--- config.mk ---
export PLATFORM = sky130hd
export DESIGN_NAME = hcsr_regs
export DESIGN_NICKNAME = d
export VERILOG_FILES = /design/src/hw/hcsr_pkg.sv /design/src/hw/hcsr_mem_if.sv /design/src/hw/hcsr_regs.sv /design/src/hw/hcsr_fifo_mem.sv
export VERILOG_INCLUDE_DIRS = /design/src /design/src/hw
export SDC_FILE = /design/constraint.sdc
export NUM_CORES = 2
export LEC_CHECK = 0
export BUFFER_PORTS_ARGS = -buffer_cell sky130_fd_sc_hd__buf_2
export CAP_MARGIN = 20
export CORE_MARGIN = 2
export CORE_UTILIZATION = 55
export DETAILED_ROUTE_END_ITERATION = 12
export GPL_TIMING_DRIVEN = 0
export PLACE_DENSITY = 0.82
export SLEW_MARGIN = 0
export SYNTH_ARGS = -nofsm -noshare
export SYNTH_HDL_FRONTEND = slang
export SYNTH_HIERARCHICAL = 1
export SYNTH_SLANG_ARGS = --single-unit
--- constraint.sdc ---
create_clock -name mclk_in -period 4.65 [get_ports mclk_in]
set_clock_uncertainty 0.05 [all_clocks]
set_input_delay 0.6975 -clock mclk_in [delete_from_list [all_inputs] [get_ports mclk_in]]
set_output_delay 0.6975 -clock mclk_in [all_outputs]
set_load 0.01 [all_outputs]
--- src/hw/hcsr_params.svh ---
// Offsets, field positions, reset values and timing counts of the host register map.
`ifndef HCSR_PARAMS_SVH
`define HCSR_PARAMS_SVH

// ------------------------------------------------------------------
// Register offsets (byte addresses)
// ------------------------------------------------------------------
`define HCSR_OFF_RD_FIFO_LO   10'h000
`define HCSR_OFF_RD_FIFO_HI   10'h01C
`define HCSR_OFF_WR_FIFO_LO   10'h020
`define HCSR_OFF_WR_FIFO_HI   10'h03C
`define HCSR_OFF_CHIP_IDENTITY_REVISION       10'h050
`define HCSR_OFF_IRQ_CFG      10'h054
`define HCSR_OFF_INTR_STATUS  10'h058
`define HCSR_OFF_INT_EN       10'h05C
`define HCSR_OFF_BYTE_TEST    10'h064
`define HCSR_OFF_HARDWARE_CONFIG       10'h074
`define HCSR_OFF_PWR_CTRL     10'h084
`define HCSR_OFF_TMR_CONFIG   10'h08C
`define HCSR_OFF_TMR_COUNT    10'h090
`define HCSR_OFF_FREE_RUN     10'h09C
`define HCSR_OFF_RESET_CONTROL    10'h1F8
`define HCSR_OFF_CSR_DATA     10'h300
`define HCSR_OFF_CSR_CMD      10'h304
`define HCSR_OFF_RD_ADDR_LEN  10'h308
`define HCSR_OFF_RD_CMD       10'h30C
`define HCSR_OFF_WR_ADDR_LEN  10'h310
`define HCSR_OFF_WR_CMD       10'h314

// ------------------------------------------------------------------
// Field positions
// ------------------------------------------------------------------
`define HCSR_HW_READY_BIT     27
`define HCSR_PMT_READY_BIT    0
`define HCSR_GPT_EN_BIT       29
`define HCSR_GPT_LOAD_MSB     15

// ------------------------------------------------------------------
// Reset values and fixed read values
// ------------------------------------------------------------------
`define HCSR_RST_RW           32'h0000_0000
`define HCSR_RST_INTR_STATUS  32'h0000_0000
`define HCSR_RST_COUNT        32'h0000_0000
`define HCSR_BYTE_TEST_BAD    32'h0000_0000
`define HCSR_BYTE_TEST_GOOD   32'h0403_0201
`define HCSR_ID_VALUE         32'h0000_A5A5

// ------------------------------------------------------------------
// Timing
// ------------------------------------------------------------------
`define HCSR_CLK_PERIOD_NS    4
`define HCSR_TICK_PERIOD_NS   40
`define HCSR_TICK_CYCLES      (`HCSR_TICK_PERIOD_NS / `HCSR_CLK_PERIOD_NS)
`define HCSR_HIF_RESET_CYCLES 64
`define HCSR_READY_CYCLES     256

`endif

--- src/hw/hcsr_pkg.sv ---
// Types shared by the host register map modules.
package hcsr_pkg;
  typedef enum logic [3:0] {
    SEL_NONE      = 4'h0,
    SEL_RD_FIFO   = 4'h1,
    SEL_WR_FIFO   = 4'h2,
    SEL_ID        = 4'h3,
    SEL_INTR_STAT = 4'h4,
    SEL_BYTE_TEST = 4'h5,
    SEL_TMR_COUNT = 4'h6,
    SEL_FREE_RUN  = 4'h7,
    SEL_RW        = 4'h8
  } hcsr_sel_t;

  typedef enum logic [1:0] {
    HS_RESET  = 2'b00,
    HS_HIF_UP = 2'b01,
    HS_READY  = 2'b10
  } hcsr_state_t;
endpackage

--- src/hw/hcsr_mem_if.sv ---
// Connection between the register map and its read FIFO storage.
interface hcsr_mem_if #(
  parameter int W  = 32,
  parameter int AW = 4
);
  logic          wr_en;
  logic [AW-1:0] wr_addr;
  logic [W-1:0]  wr_data;
  logic [AW-1:0] rd_addr;
  logic [W-1:0]  rd_data;

  modport ctrl (output wr_en, output wr_addr, output wr_data, output rd_addr, input rd_data);
  modport mem  (input wr_en, input wr_addr, input wr_data, input rd_addr, output rd_data);
endinterface

--- src/hw/hcsr_regs.sv ---
// Directly addressable system control and status register map of the host interface.
//
// Operation
// - Decode registers 050h-314h from host port.
// - Chip reset returns every register to default.
// - Unlisted offsets reserved; reads zero, writes ignored.
// - FIFO ranges 000h-01Ch (read), 020h-03Ch (write) each alias one FIFO.
// - Byte test invalid until interface reset done.
`include "hcsr_params.svh"
module hcsr_regs #(
  parameter int          HIF_RESET_CYCLES = `HCSR_HIF_RESET_CYCLES,
  parameter int          READY_CYCLES     = `HCSR_READY_CYCLES,
  parameter int          FIFO_AW          = 4,
  parameter logic [31:0] ID_VALUE         = `HCSR_ID_VALUE  // Arbitrary value.
) (
  input  wire logic        mclk_in,
  input  wire logic        rst_in,
  input  wire logic        host_req_in,
  input  wire logic        host_write_in,
  input  wire logic [9:0]  host_addr_in,
  input  wire logic [1:0]  host_size_in,
  input  wire logic [31:0] host_wdata_in,
  input  wire logic        pram_rd_push_in,
  input  wire logic [31:0] pram_rd_data_in,
  input  wire logic [31:0] int_event_in,
  output logic             host_rd_valid_out,
  output logic [31:0]      host_rdata_out,
  output logic             pram_wr_valid_out,
  output logic [31:0]      pram_wr_data_out,
  output logic             pram_rd_full_out
);
  // ------------------------------------------------------------------
  // Decode
  // ------------------------------------------------------------------
  localparam int RW_N = 12;
  localparam logic [3:0] RW_HARDWARE_CONFIG  = 4'h2;
  localparam logic [3:0] RW_PMT     = 4'h3;
  localparam logic [3:0] RW_TMR_CFG = 4'h4;
  localparam logic [9:0] RW_OFF [RW_N] = '{
    `HCSR_OFF_IRQ_CFG, `HCSR_OFF_INT_EN, `HCSR_OFF_HARDWARE_CONFIG, `HCSR_OFF_PWR_CTRL,
    `HCSR_OFF_TMR_CONFIG, `HCSR_OFF_RESET_CONTROL, `HCSR_OFF_CSR_DATA, `HCSR_OFF_CSR_CMD,
    `HCSR_OFF_RD_ADDR_LEN, `HCSR_OFF_RD_CMD, `HCSR_OFF_WR_ADDR_LEN, `HCSR_OFF_WR_CMD
  };

  function automatic logic [3:0] rw_index(input logic [9:0] w);
    logic [3:0] idx;
    idx = 4'(RW_N);
    for (int i = 0; i < RW_N; i++) begin
      if (w == RW_OFF[i]) begin
        idx = 4'(i);
      end
    end
    return idx;
  endfunction

  function automatic hcsr_pkg::hcsr_sel_t decode(input logic [9:0] w);
    hcsr_pkg::hcsr_sel_t s;
    s = hcsr_pkg::SEL_NONE;
    if (w <= `HCSR_OFF_RD_FIFO_HI) begin
      s = hcsr_pkg::SEL_RD_FIFO;
    end else if (w >= `HCSR_OFF_WR_FIFO_LO && w <= `HCSR_OFF_WR_FIFO_HI) begin
      s = hcsr_pkg::SEL_WR_FIFO;
    end else if (w == `HCSR_OFF_CHIP_IDENTITY_REVISION) begin
      s = hcsr_pkg::SEL_ID;
    end else if (w == `HCSR_OFF_INTR_STATUS) begin
      s = hcsr_pkg::SEL_INTR_STAT;
    end else if (w == `HCSR_OFF_BYTE_TEST) begin
      s = hcsr_pkg::SEL_BYTE_TEST;
    end else if (w == `HCSR_OFF_TMR_COUNT) begin
      s = hcsr_pkg::SEL_TMR_COUNT;
    end else if (w == `HCSR_OFF_FREE_RUN) begin
      s = hcsr_pkg::SEL_FREE_RUN;
    end else if (rw_index(w) != 4'(RW_N)) begin
      s = hcsr_pkg::SEL_RW;
    end
    return s;
  endfunction

  logic [9:0]          word_addr;
  hcsr_pkg::hcsr_sel_t sel;
  logic [3:0]          rw_idx;
  logic [2:0]          nbytes;
  logic                complete;
  logic [3:0]          lanes;
  logic                commit;
  logic                rd_done;

  assign word_addr = {host_addr_in[9:2], 2'b00};
  assign sel       = decode(word_addr);
  assign rw_idx    = rw_index(word_addr);
  assign nbytes    = (host_size_in == 2'h0) ? 3'h1 : (host_size_in == 2'h1) ? 3'h2 : 3'h4;
  assign complete  = ({1'b0, host_addr_in[1:0]} + nbytes) == 3'h4;
  assign lanes     = (host_size_in == 2'h0) ? (4'h1 << host_addr_in[1:0]) :
                     (host_size_in == 2'h1) ? (4'h3 << host_addr_in[1:0]) : 4'hF;
  assign commit    = host_req_in && host_write_in && complete;
  assign rd_done   = host_req_in && !host_write_in && complete;

  // ------------------------------------------------------------------
  // Piece assembly
  // ------------------------------------------------------------------
  logic [31:0] stage;
  logic [31:0] merged;

  genvar gl;
  generate
    for (gl = 0; gl < 4; gl++) begin : g_lane
      assign merged[gl*8 +: 8] = lanes[gl] ? host_wdata_in[gl*8 +: 8] : stage[gl*8 +: 8];
    end
  endgenerate

  // Narrow pieces collect here; nothing reaches a register before the last one.
  always_ff @(posedge mclk_in) begin
    if (rst_in) begin
      stage <= `HCSR_RST_RW;
    end else if (host_req_in && host_write_in) begin
      stage <= merged;
    end
  end

  // ------------------------------------------------------------------
  // Reset sequencing
  // ------------------------------------------------------------------
  hcsr_pkg::hcsr_state_t state;
  logic [15:0]           seq_cnt;

  always_ff @(posedge mclk_in) begin
    if (rst_in) begin
      state   <= hcsr_pkg::HS_RESET;
      seq_cnt <= 16'h0000;
    end else begin
      case (state)
        hcsr_pkg::HS_RESET: begin
          seq_cnt <= seq_cnt + 16'h0001;
          if (seq_cnt == 16'(HIF_RESET_CYCLES - 1)) begin
            state   <= hcsr_pkg::HS_HIF_UP;
            seq_cnt <= 16'h0000;
          end
        end
        hcsr_pkg::HS_HIF_UP: begin
          seq_cnt <= seq_cnt + 16'h0001;
          if (seq_cnt == 16'(READY_CYCLES - 1)) begin
            state <= hcsr_pkg::HS_READY;
          end
        end
        hcsr_pkg::HS_READY: state <= hcsr_pkg::HS_READY;
        default: state <= hcsr_pkg::HS_RESET;
      endcase
    end
  end

  // ------------------------------------------------------------------
  // Plain read/write registers
  // ------------------------------------------------------------------
  logic [31:0] rw_q [RW_N];

  genvar gr;
  generate
    for (gr = 0; gr < RW_N; gr++) begin : g_rw
      always_ff @(posedge mclk_in) begin
        if (rst_in) begin
          rw_q[gr] <= `HCSR_RST_RW;
        end else if (commit && sel == hcsr_pkg::SEL_RW && rw_idx == 4'(gr)) begin
          rw_q[gr] <= merged;
        end
      end
    end
  endgenerate

  // Write-one-to-clear; a new event in the clearing cycle survives.
  logic [31:0] intr_status;

  always_ff @(posedge mclk_in) begin
    if (rst_in) begin
      intr_status <= `HCSR_RST_INTR_STATUS;
    end else if (commit && sel == hcsr_pkg::SEL_INTR_STAT) begin
      intr_status <= (intr_status & ~merged) | int_event_in;
    end else begin
      intr_status <= intr_status | int_event_in;
    end
  end

  // ------------------------------------------------------------------
  // Counters
  // ------------------------------------------------------------------
  localparam logic [7:0] TICK_LAST = 8'(`HCSR_TICK_CYCLES - 1);
  logic [7:0]  tick_div;
  logic        tick;
  logic [31:0] free_run;
  logic [31:0] tmr_count;

  assign tick = tick_div == TICK_LAST;

  always_ff @(posedge mclk_in) begin
    if (rst_in) begin
      tick_div <= 8'h00;
      free_run <= `HCSR_RST_COUNT;
    end else begin
      tick_div <= tick ? 8'h00 : tick_div + 8'h01;
      free_run <= tick ? free_run + 32'h0000_0001 : free_run;
    end
  end

  // The timer reloads from the configured value and wraps; rewriting the
  // configuration restarts it so software sees a fresh count.
  always_ff @(posedge mclk_in) begin
    if (rst_in) begin
      tmr_count <= `HCSR_RST_COUNT;
    end else if (commit && sel == hcsr_pkg::SEL_RW && rw_idx == RW_TMR_CFG) begin
      tmr_count <= {16'h0000, merged[`HCSR_GPT_LOAD_MSB:0]};
    end else if (commit && sel == hcsr_pkg::SEL_TMR_COUNT) begin
      tmr_count <= merged;
    end else if (rw_q[RW_TMR_CFG][`HCSR_GPT_EN_BIT] && tick) begin
      tmr_count <= (tmr_count == 32'h0000_0000) ?
                   {16'h0000, rw_q[RW_TMR_CFG][`HCSR_GPT_LOAD_MSB:0]} :
                   tmr_count - 32'h0000_0001;
    end
  end

  // ------------------------------------------------------------------
  // Process RAM FIFOs
  // ------------------------------------------------------------------
  hcsr_mem_if #(.W(32), .AW(FIFO_AW)) mem_bus ();

  logic [FIFO_AW:0] wr_ptr;
  logic [FIFO_AW:0] rd_ptr;
  logic [FIFO_AW:0] next_wr_ptr;
  logic [FIFO_AW:0] next_rd_ptr;
  logic             push;
  logic             pop;

  assign push = pram_rd_push_in && !pram_rd_full_out;
  assign pop  = rd_done && sel == hcsr_pkg::SEL_RD_FIFO && (wr_ptr != rd_ptr);

  always_comb begin
    next_wr_ptr = push ? wr_ptr + 1'b1 : wr_ptr;
    next_rd_ptr = pop ? rd_ptr + 1'b1 : rd_ptr;
  end

  always_ff @(posedge mclk_in) begin
    if (rst_in) begin
      wr_ptr           <= '0;
      rd_ptr           <= '0;
      pram_rd_full_out <= 1'b0;
    end else begin
      wr_ptr           <= next_wr_ptr;
      rd_ptr           <= next_rd_ptr;
      pram_rd_full_out <= (next_wr_ptr[FIFO_AW] != next_rd_ptr[FIFO_AW]) &&
                          (next_wr_ptr[FIFO_AW-1:0] == next_rd_ptr[FIFO_AW-1:0]);
    end
  end

  assign mem_bus.wr_en   = push;
  assign mem_bus.wr_addr = wr_ptr[FIFO_AW-1:0];
  assign mem_bus.wr_data = pram_rd_data_in;
  assign mem_bus.rd_addr = rd_ptr[FIFO_AW-1:0];

  hcsr_fifo_mem #(.W(32), .AW(FIFO_AW)) u_mem (
    .mclk_in (mclk_in),
    .port    (mem_bus.mem)
  );

  always_ff @(posedge mclk_in) begin
    if (rst_in) begin
      pram_wr_valid_out <= 1'b0;
      pram_wr_data_out  <= `HCSR_RST_RW;
    end else begin
      pram_wr_valid_out <= commit && sel == hcsr_pkg::SEL_WR_FIFO;
      pram_wr_data_out  <= merged;
    end
  end

  // ------------------------------------------------------------------
  // Read path
  // ------------------------------------------------------------------
  logic [31:0] live;
  logic [31:0] snap;
  logic        ready;

  assign ready = state == hcsr_pkg::HS_READY;

  always_comb begin
    live = 32'h0000_0000;
    case (sel)
      hcsr_pkg::SEL_RD_FIFO:   live = mem_bus.rd_data;
      hcsr_pkg::SEL_ID:        live = ID_VALUE;
      hcsr_pkg::SEL_INTR_STAT: live = intr_status;
      hcsr_pkg::SEL_BYTE_TEST: live = (state == hcsr_pkg::HS_RESET) ?
                                      `HCSR_BYTE_TEST_BAD : `HCSR_BYTE_TEST_GOOD;
      hcsr_pkg::SEL_TMR_COUNT: live = tmr_count;
      hcsr_pkg::SEL_FREE_RUN:  live = free_run;
      hcsr_pkg::SEL_RW: begin
        live = rw_q[rw_idx];
        if (rw_idx == RW_HARDWARE_CONFIG) begin
          live[`HCSR_HW_READY_BIT] = ready;
        end
        if (rw_idx == RW_PMT) begin
          live[`HCSR_PMT_READY_BIT] = ready;
        end
      end
      default: live = 32'h0000_0000;
    endcase
  end

  // The first piece of a narrow read freezes the word so later pieces match it.
  always_ff @(posedge mclk_in) begin
    if (rst_in) begin
      snap              <= `HCSR_RST_RW;
      host_rd_valid_out <= 1'b0;
      host_rdata_out    <= `HCSR_RST_RW;
    end else begin
      host_rd_valid_out <= host_req_in && !host_write_in;
      if (host_req_in && !host_write_in) begin
        if (host_addr_in[1:0] == 2'h0) begin
          snap           <= live;
          host_rdata_out <= live;
        end else begin
          host_rdata_out <= snap;
        end
      end
    end
  end
endmodule

--- src/hw/hcsr_fifo_mem.sv ---
// Storage for the process RAM read data FIFO, with registered read data.
module hcsr_fifo_mem #(
  parameter int W  = 32,
  parameter int AW = 4
) (
  input wire logic mclk_in,
  hcsr_mem_if.mem  port
);
  logic [W-1:0] ram [2**AW];

  always_ff @(posedge mclk_in) begin
    if (port.wr_en) begin
      ram[port.wr_addr] <= port.wr_data;
    end
  end

  // Read every cycle; data trails a pointer change by one cycle.
  always_ff @(posedge mclk_in) begin
    port.rd_data <= ram[port.rd_addr];
  end
endmodule

### Word-level counts from Yosys, hierarchy flattened

Memory sizes are Yosys's and may differ from the RTL's. A register that Yosys moved wholly into a read port is not among the register bits.
Index checks and enable logic that the tools add are counted.

| operators by class | value |
|---|---|
| $add $sub $neg | 7 |
| magnitude comparators | 3 |
| eq/ne operators | 49 |
| shift operators | 2 |
| mux-type cells | 103 |
| bitwise operators | 16 |
| reductions and logical operators | 40 |

Operator list:

| cell | number |
|---|---|
| 32-bit two-way mux | 16 |
| 32-bit one-hot mux with 7 select lines | 1 |
| 4-bit two-way mux | 29 |
| 32-bit bitwise OR | 2 |
| 8-bit by 5-bit equality test with 1-bit output (second input constant) | 6 |
| 8-bit equality test (second input constant) | 6 |
| 1-bit two-way mux | 42 |
| 32-bit by 1-bit adder with 32-bit output (second input constant) | 1 |
| 32-bit AND | 1 |
| 4-bit by 3-bit equality test with 1-bit output (second input constant) | 8 |
| 8-bit by 6-bit equality test with 1-bit output (second input constant) | 4 |
| 32-bit logical NOT | 1 |
| 16-bit two-way mux | 2 |
| 8-bit two-way mux | 4 |
| 32-bit NOT | 1 |
| 16-bit one-hot mux with 2 select lines | 1 |
| 32-bit by 1-bit subtractor with 32-bit output (second input constant) | 1 |
| 27-bit two-way mux | 1 |
| 1-bit logical AND | 26 |
| 4-bit equality test (second input constant) | 5 |
| 16-bit by 1-bit adder with 16-bit output (second input constant) | 1 |
| 16-bit by 6-bit equality test with 1-bit output (second input constant) | 1 |
| 16-bit by 8-bit equality test with 1-bit output (second input constant) | 1 |
| 4-bit by 2-bit equality test with 1-bit output (second input constant) | 4 |
| 31 further kinds | 55 |

| storage, ports and cells | value |
|---|---|
| register bits after elaboration | 231 |
| RAM bits | 896 |
| input bits | 113 |
| output and inout bits | 67 |
| memories kept | 2 |

Memory list:

| memory | words | width | read ports | clocked after Yosys merged registers in | write ports | line | source |
|---|---|---|---|---|---|---|---|
| u_mem.ram | 16 | 32 | 1 | 1 | 1 | hcsr_fifo_mem.sv:9 | `logic [W-1:0] ram [2**AW];` |
| rw_q | 12 | 32 | 2 | 0 | 12 | hcsr_regs.sv:154 | `logic [31:0] rw_q [RW_N];` |

### Logic depth before layout (Yosys ltp)

| depth | value |
|---|---|
| word-level depth | 36 |
| depth in mapped cells | 13 |
| depth with buffers taken out | 11 |

### Modules after synthesis

Netlist, hierarchy kept.

By module, submodules not included:

| module | instances | cells an instance | area an instance (um^2) | seq. area each (um^2) |
|---|---|---|---|---|
| hcsr_regs | 1 | 2,892 | 28,353.4 | 16,095.4 |
| hcsr_fifo_mem | 1 | 838 | 19,835.3 | 16,015.4 |

### Worst setup path after synthesis

Ideal clock, no wire load.

| timing | value |
|---|---|
| path type | input to register |
| from | in pram_rd_push_in |
| to | mem u_mem.ram[0][0] (enable) |
| library setup time | 0.461 ns |
| arrival time | 3.808 ns |
| required time | 4.139 ns |
| path slack | 0.331 ns |
| stages | 4 |
| path buffers | 1 |
| path through | nor2b_1 > clkbuf_1 > or3b_2 > nor3_1 |

| on the way | value |
|---|---|
| cells in the longest elaborated chain, start to end | 3 |

Ends and longest elaborated chain:

| what | line | source |
|---|---|---|
| start: declaration | hcsr_regs.sv:23 | `input wire logic pram_rd_push_in,` |
| 1-bit logical AND | hcsr_regs.sv:231 | `assign push = pram_rd_push_in && !pram_rd_full_out;` |
| named net mem_bus.wr_en | hcsr_mem_if.sv:6 | `logic wr_en;` |
| 1-bit two-way mux | hcsr_fifo_mem.sv:12 | `if (port.wr_en) begin` |
| 1-bit two-way mux (implied by the code) | hcsr_fifo_mem.sv:13 | `ram[port.wr_addr] <= port.wr_data;` |
| end: declaration | hcsr_fifo_mem.sv:9 |  |

The timed path passes the listed nets, and every way through them passes these cells.

==> results.txt <==
* Max-slew violation count: 0
- Peak VDD IR: 0.000389 V
* Endpoint class of the critical path: flop
- Max-cap violations in this run came to 0.
- GR Overflow Total: 0
- The filler cells instantiated in the layout total 6213.
- Summed over all layers, the routed wires come to 162000 um.
* Depth of the CTS H-tree: 3
* Number of buffers between clock root and the deepest sink: 3
- Most repeated cell in the gate-level netlist after synthesis: sky130_fd_sc_hd__edfxtp_1
- Number of cells in the design after placement: 5100
* Crit path required time: 4.98 ns
- Fraction of the mapped netlist area in simple logic gates: 0.119
- Critical path class: primary input to flop
* Initial DRT Pass Iterations: 7
- From bottom edge to top edge, the die measures 300 um.
- Synthesis Warnings: 6
* Pwr per Cell Area: 392 nW/um^2
- Transition time of the tightest slew-check pin: 1.29 ns
* FF+latch area: 32100 um^2
- Of all nets on the critical path, the largest fanout is 23.
* Root buffer cell: sky130_fd_sc_hd__clkbuf_16
* Number of port buffers: 179
* Die Footprint: 90000 um^2
- Final net count: 4191
- After synthesis, the share of flip-flops with an asynchronous set or reset is 0.
* Proportion of synthesized chip area in sequential cells: 0.666
* Clock Latency Late Sink: 0.70 ns
- The die is 300 um wide.
* Post-CTS setup buffer count: 0
* Unique cell type count in the Yosys netlist: 86
* DRC viols: 0
- Of the post-synthesis cell area, the dominant cell type holds 0.557.
- I/O Pins: 180
- The total area inside the core boundary comes to 86800 um^2.
* Largest family of logic cells by synthesized area: simple AND/OR/NAND/NOR gates
- Synthesis produced a netlist whose cell count is 3730.
* Via count of the first global-routing pass: 34.0k
* Highest clock frequency the design can meet: 0.223 GHz
- Buffers inserted to repair hold after CTS numbered 0.
* Endpoints failing hold: 0
- Setup repair after global routing left no endpoint under its margin.
- After detailed routing, the average wire length per cell comes to 30.4 um.
- The synthesized netlist occupies a cell area of 48200 um^2.
- For this run, the total global-route usage over all layers was measured as 0.355.
* Number of enable-type register cells in the synthesized netlist: 894
- Number of buffers created by CTS: 109
- Of the total synthesized cell area, the portion taken by full adders, half adders and majority gates is 0.00509.
* Via count normalized by instance count: 6.72
* Type of origin of the critical path: primary input
* Setup slack after placement: -0.383 ns
* Post-CTS resize count: 0
* Type of the worst min-delay path: primary input to flop
* Clock tree from TritonCTS: built
- The initial antenna violation count came to 17.
- Effective utilization at floorplan: 0.555
* Global placement routability congestion: 1.00
- For this run, the number of standard cells in the final layout without fillers is 5313.
* Area share of xor/xnor cells in the synthesized design: 0.0115
- For this design the static power due to leakage is 19.0 nW.
- Summing over every cut layer, the via total after detailed routing is 35.7k.
- Antenna-violating nets left: 0
- sky130_fd_sc_hd__edfxtp_1 takes more of the synthesized area than any other cell.
* Placed wire-length estimate: 107000 um
- Across all register-to-register paths, the minimum setup slack is 1.49 ns.
- Dominant synthesized flop cell: sky130_fd_sc_hd__edfxtp_1
* Share of cell area taken by muxes after synthesis: 0.0742
- After synthesis the netlist holds a flip-flop and latch count of 1157.
- Compared with the post-synthesis result, the final layout area differs by 14.1%.
- The run finished with clean final reports.
* Number of endpoints failing setup at the final stage: 0
* Violation count after the first detailed-route iteration: 6103
* Relative slew slack: 0.131
- For the finished layout, the period the worst path requires is 4.48 ns.
- Area of the multi-input gates: 14700 um^2
- In the final layout, the share of cells above drive strength 1 is 0.172.
- In this run the core area contains 108 standard-cell rows.
- Ranked by total cell area, the synthesized netlist is headed by sky130_fd_sc_hd__edfxtp_1 56%, sky130_fd_sc_hd__dfxtp_1 11%, sky130_fd_sc_hd__mux4_2 6.0%.
- Arrival time at the worst endpoint: 4.81 ns
* First-pass GRT wire length: 231000 um
- Setup slack on the critical path of the routed design comes to 0.170 ns.
- Largest net degree at the start of global routing: 33
- Clk slew on worst S/H paths: 0.06 ns
- Ranked by instance count, the synthesized netlist is headed by 894 x sky130_fd_sc_hd__edfxtp_1, 537 x sky130_fd_sc_hd__nor2_1, 321 x sky130_fd_sc_hd__nand2_1.
- In the finished design, the share of the clock period the worst path needs comes to 0.963.
- After synthesis, the mean cell area works out to 12.9 um^2.
- The synthesized-area fraction occupied by ao, oa, aoi and oai cells came to 0.0925.
- When the netlist entered floorplanning its net count stood at 3862.
* # clock sinks: 1157
## metrics by stage
stage | power, mW | TNS [ns] | hold WS (ns) | util | cell area [um^2]
final | 21.6 | 0 | 0.177 | 0.634 | 55000
after global routing | 21.9 | 0 | 0.207 | 0.634 | 55000
after CTS | 21.5 | 0 | 0.164 | 0.633 | 54900
after detailed placement | 12.7 | -30.71 | 0.419 | 0.591 | 51300
after global placement | 12.6 | -550.25 | 0.411 | 0.582 | 50500
after floorplan | 12.1 | 0 | 0.394 | - | 48200
## cell families (layout without fill, tap and decap cells)
| group | Yosys count | count (layout) |
|---|---|---|
| simple gates | 1270 | 1270 |
| flops | 1157 | 1157 |
| compound gates | 665 | 665 |
| buf+inv | 360 | 784 |
| mux | 196 | 196 |
| xor+xnor | 63 | 63 |
| fa+ha+maj | 19 | 19 |
| other cells | 0 | 4 |
## layout make-up
| type | count | area share |
|---|---|---|
| Sequential cell | 1157 | 0.584 |
| Multi-Input combinational cell | 2213 | 0.268 |
| Clock buffer | 156 | 0.0577 |
| Timing Repair Buffer | 218 | 0.0284 |
| Tap cell | 1155 | 0.0263 |
| Buffer | 273 | 0.0215 |
| Clock inverter | 50 | 0.00810 |
| Inverter | 87 | 0.00594 |
| Antenna cell | 4 | 0.000182 |
## layer usage
metal | routed length [um] | share of wire | track usage
met5 | 138 | 0.00085 | 0
met4 | 12000 | 0.074 | 0.221
met3 | 22900 | 0.14 | 0.0988
met2 | 72700 | 0.45 | 0.543
met1 | 54100 | 0.33 | 0.451
## state kept, by name (all words and copies together), names as in the netlist
signal and cells:
snap 32, state 2, free_run 32, pram_wr_valid_out 1
u_mem/port.rd_data 32, rw_q 382, pram_wr_data_out 32, tmr_count 32
u_mem/ram 512, rd_ptr 5, tick_div 8, stage 32
intr_status 32, host_rd_valid_out 1, wr_ptr 5, seq_cnt 16
pram_rd_full_out 1
## path summary, 6_finish.rpt
check                                       from                to  depth (start not counted)
worst min register to register    intr_status[1]    intr_status[1]                          2
worst max register to register  pram_rd_full_out  u_mem/ram[0][25]                          6
worst min-delay path            int_event_in[14]   intr_status[14]                          3
worst max-delay path             host_size_in[0]       rw_q[4][24]                         12
## worst max-delay path, stage by stage
cell and delay, ns:
sky130_fd_sc_hd__buf_2 0.13, sky130_fd_sc_hd__nor2_1 0.35, sky130_fd_sc_hd__ha_1 0.22, sky130_fd_sc_hd__inv_1 0.06, sky130_fd_sc_hd__fa_1 0.42, sky130_fd_sc_hd__xor2_1 0.18
sky130_fd_sc_hd__nand4bb_1 0.66, sky130_fd_sc_hd__nor2_1 0.75, sky130_fd_sc_hd__a31o_2 0.25, sky130_fd_sc_hd__buf_2 0.24, sky130_fd_sc_hd__buf_2 0.54, sky130_fd_sc_hd__buf_12 0.29
## power breakdown
group / switching, mW / internal [mW] / leakage [nW]
combinational: 0.754 / 0.285 / 6.43
sequential: 0.131 / 11.4 / 10.7
clock: 3.99 / 5.04 / 1.78
total: 4.87 / 16.7 / 19.0
## layout by cell type, fill, tap and decap left out, types with 99 or more instances in the layout
master,Yosys,final
sky130_fd_sc_hd__nand3_1,169,169
sky130_fd_sc_hd__mux4_2,128,128
sky130_fd_sc_hd__buf_2,65,244
sky130_fd_sc_hd__nor2_1,537,524
sky130_fd_sc_hd__nand2_1,321,321
sky130_fd_sc_hd__a22oi_1,120,120
sky130_fd_sc_hd__clkbuf_1,173,198
sky130_fd_sc_hd__clkbuf_16,0,114
sky130_fd_sc_hd__edfxtp_1,894,894
sky130_fd_sc_hd__dfxtp_1,263,263
sky130_fd_sc_hd__a21oi_1,208,208
sky130_fd_sc_hd__o21ai_0,99,99
Power figures use the tool's default switching activity.
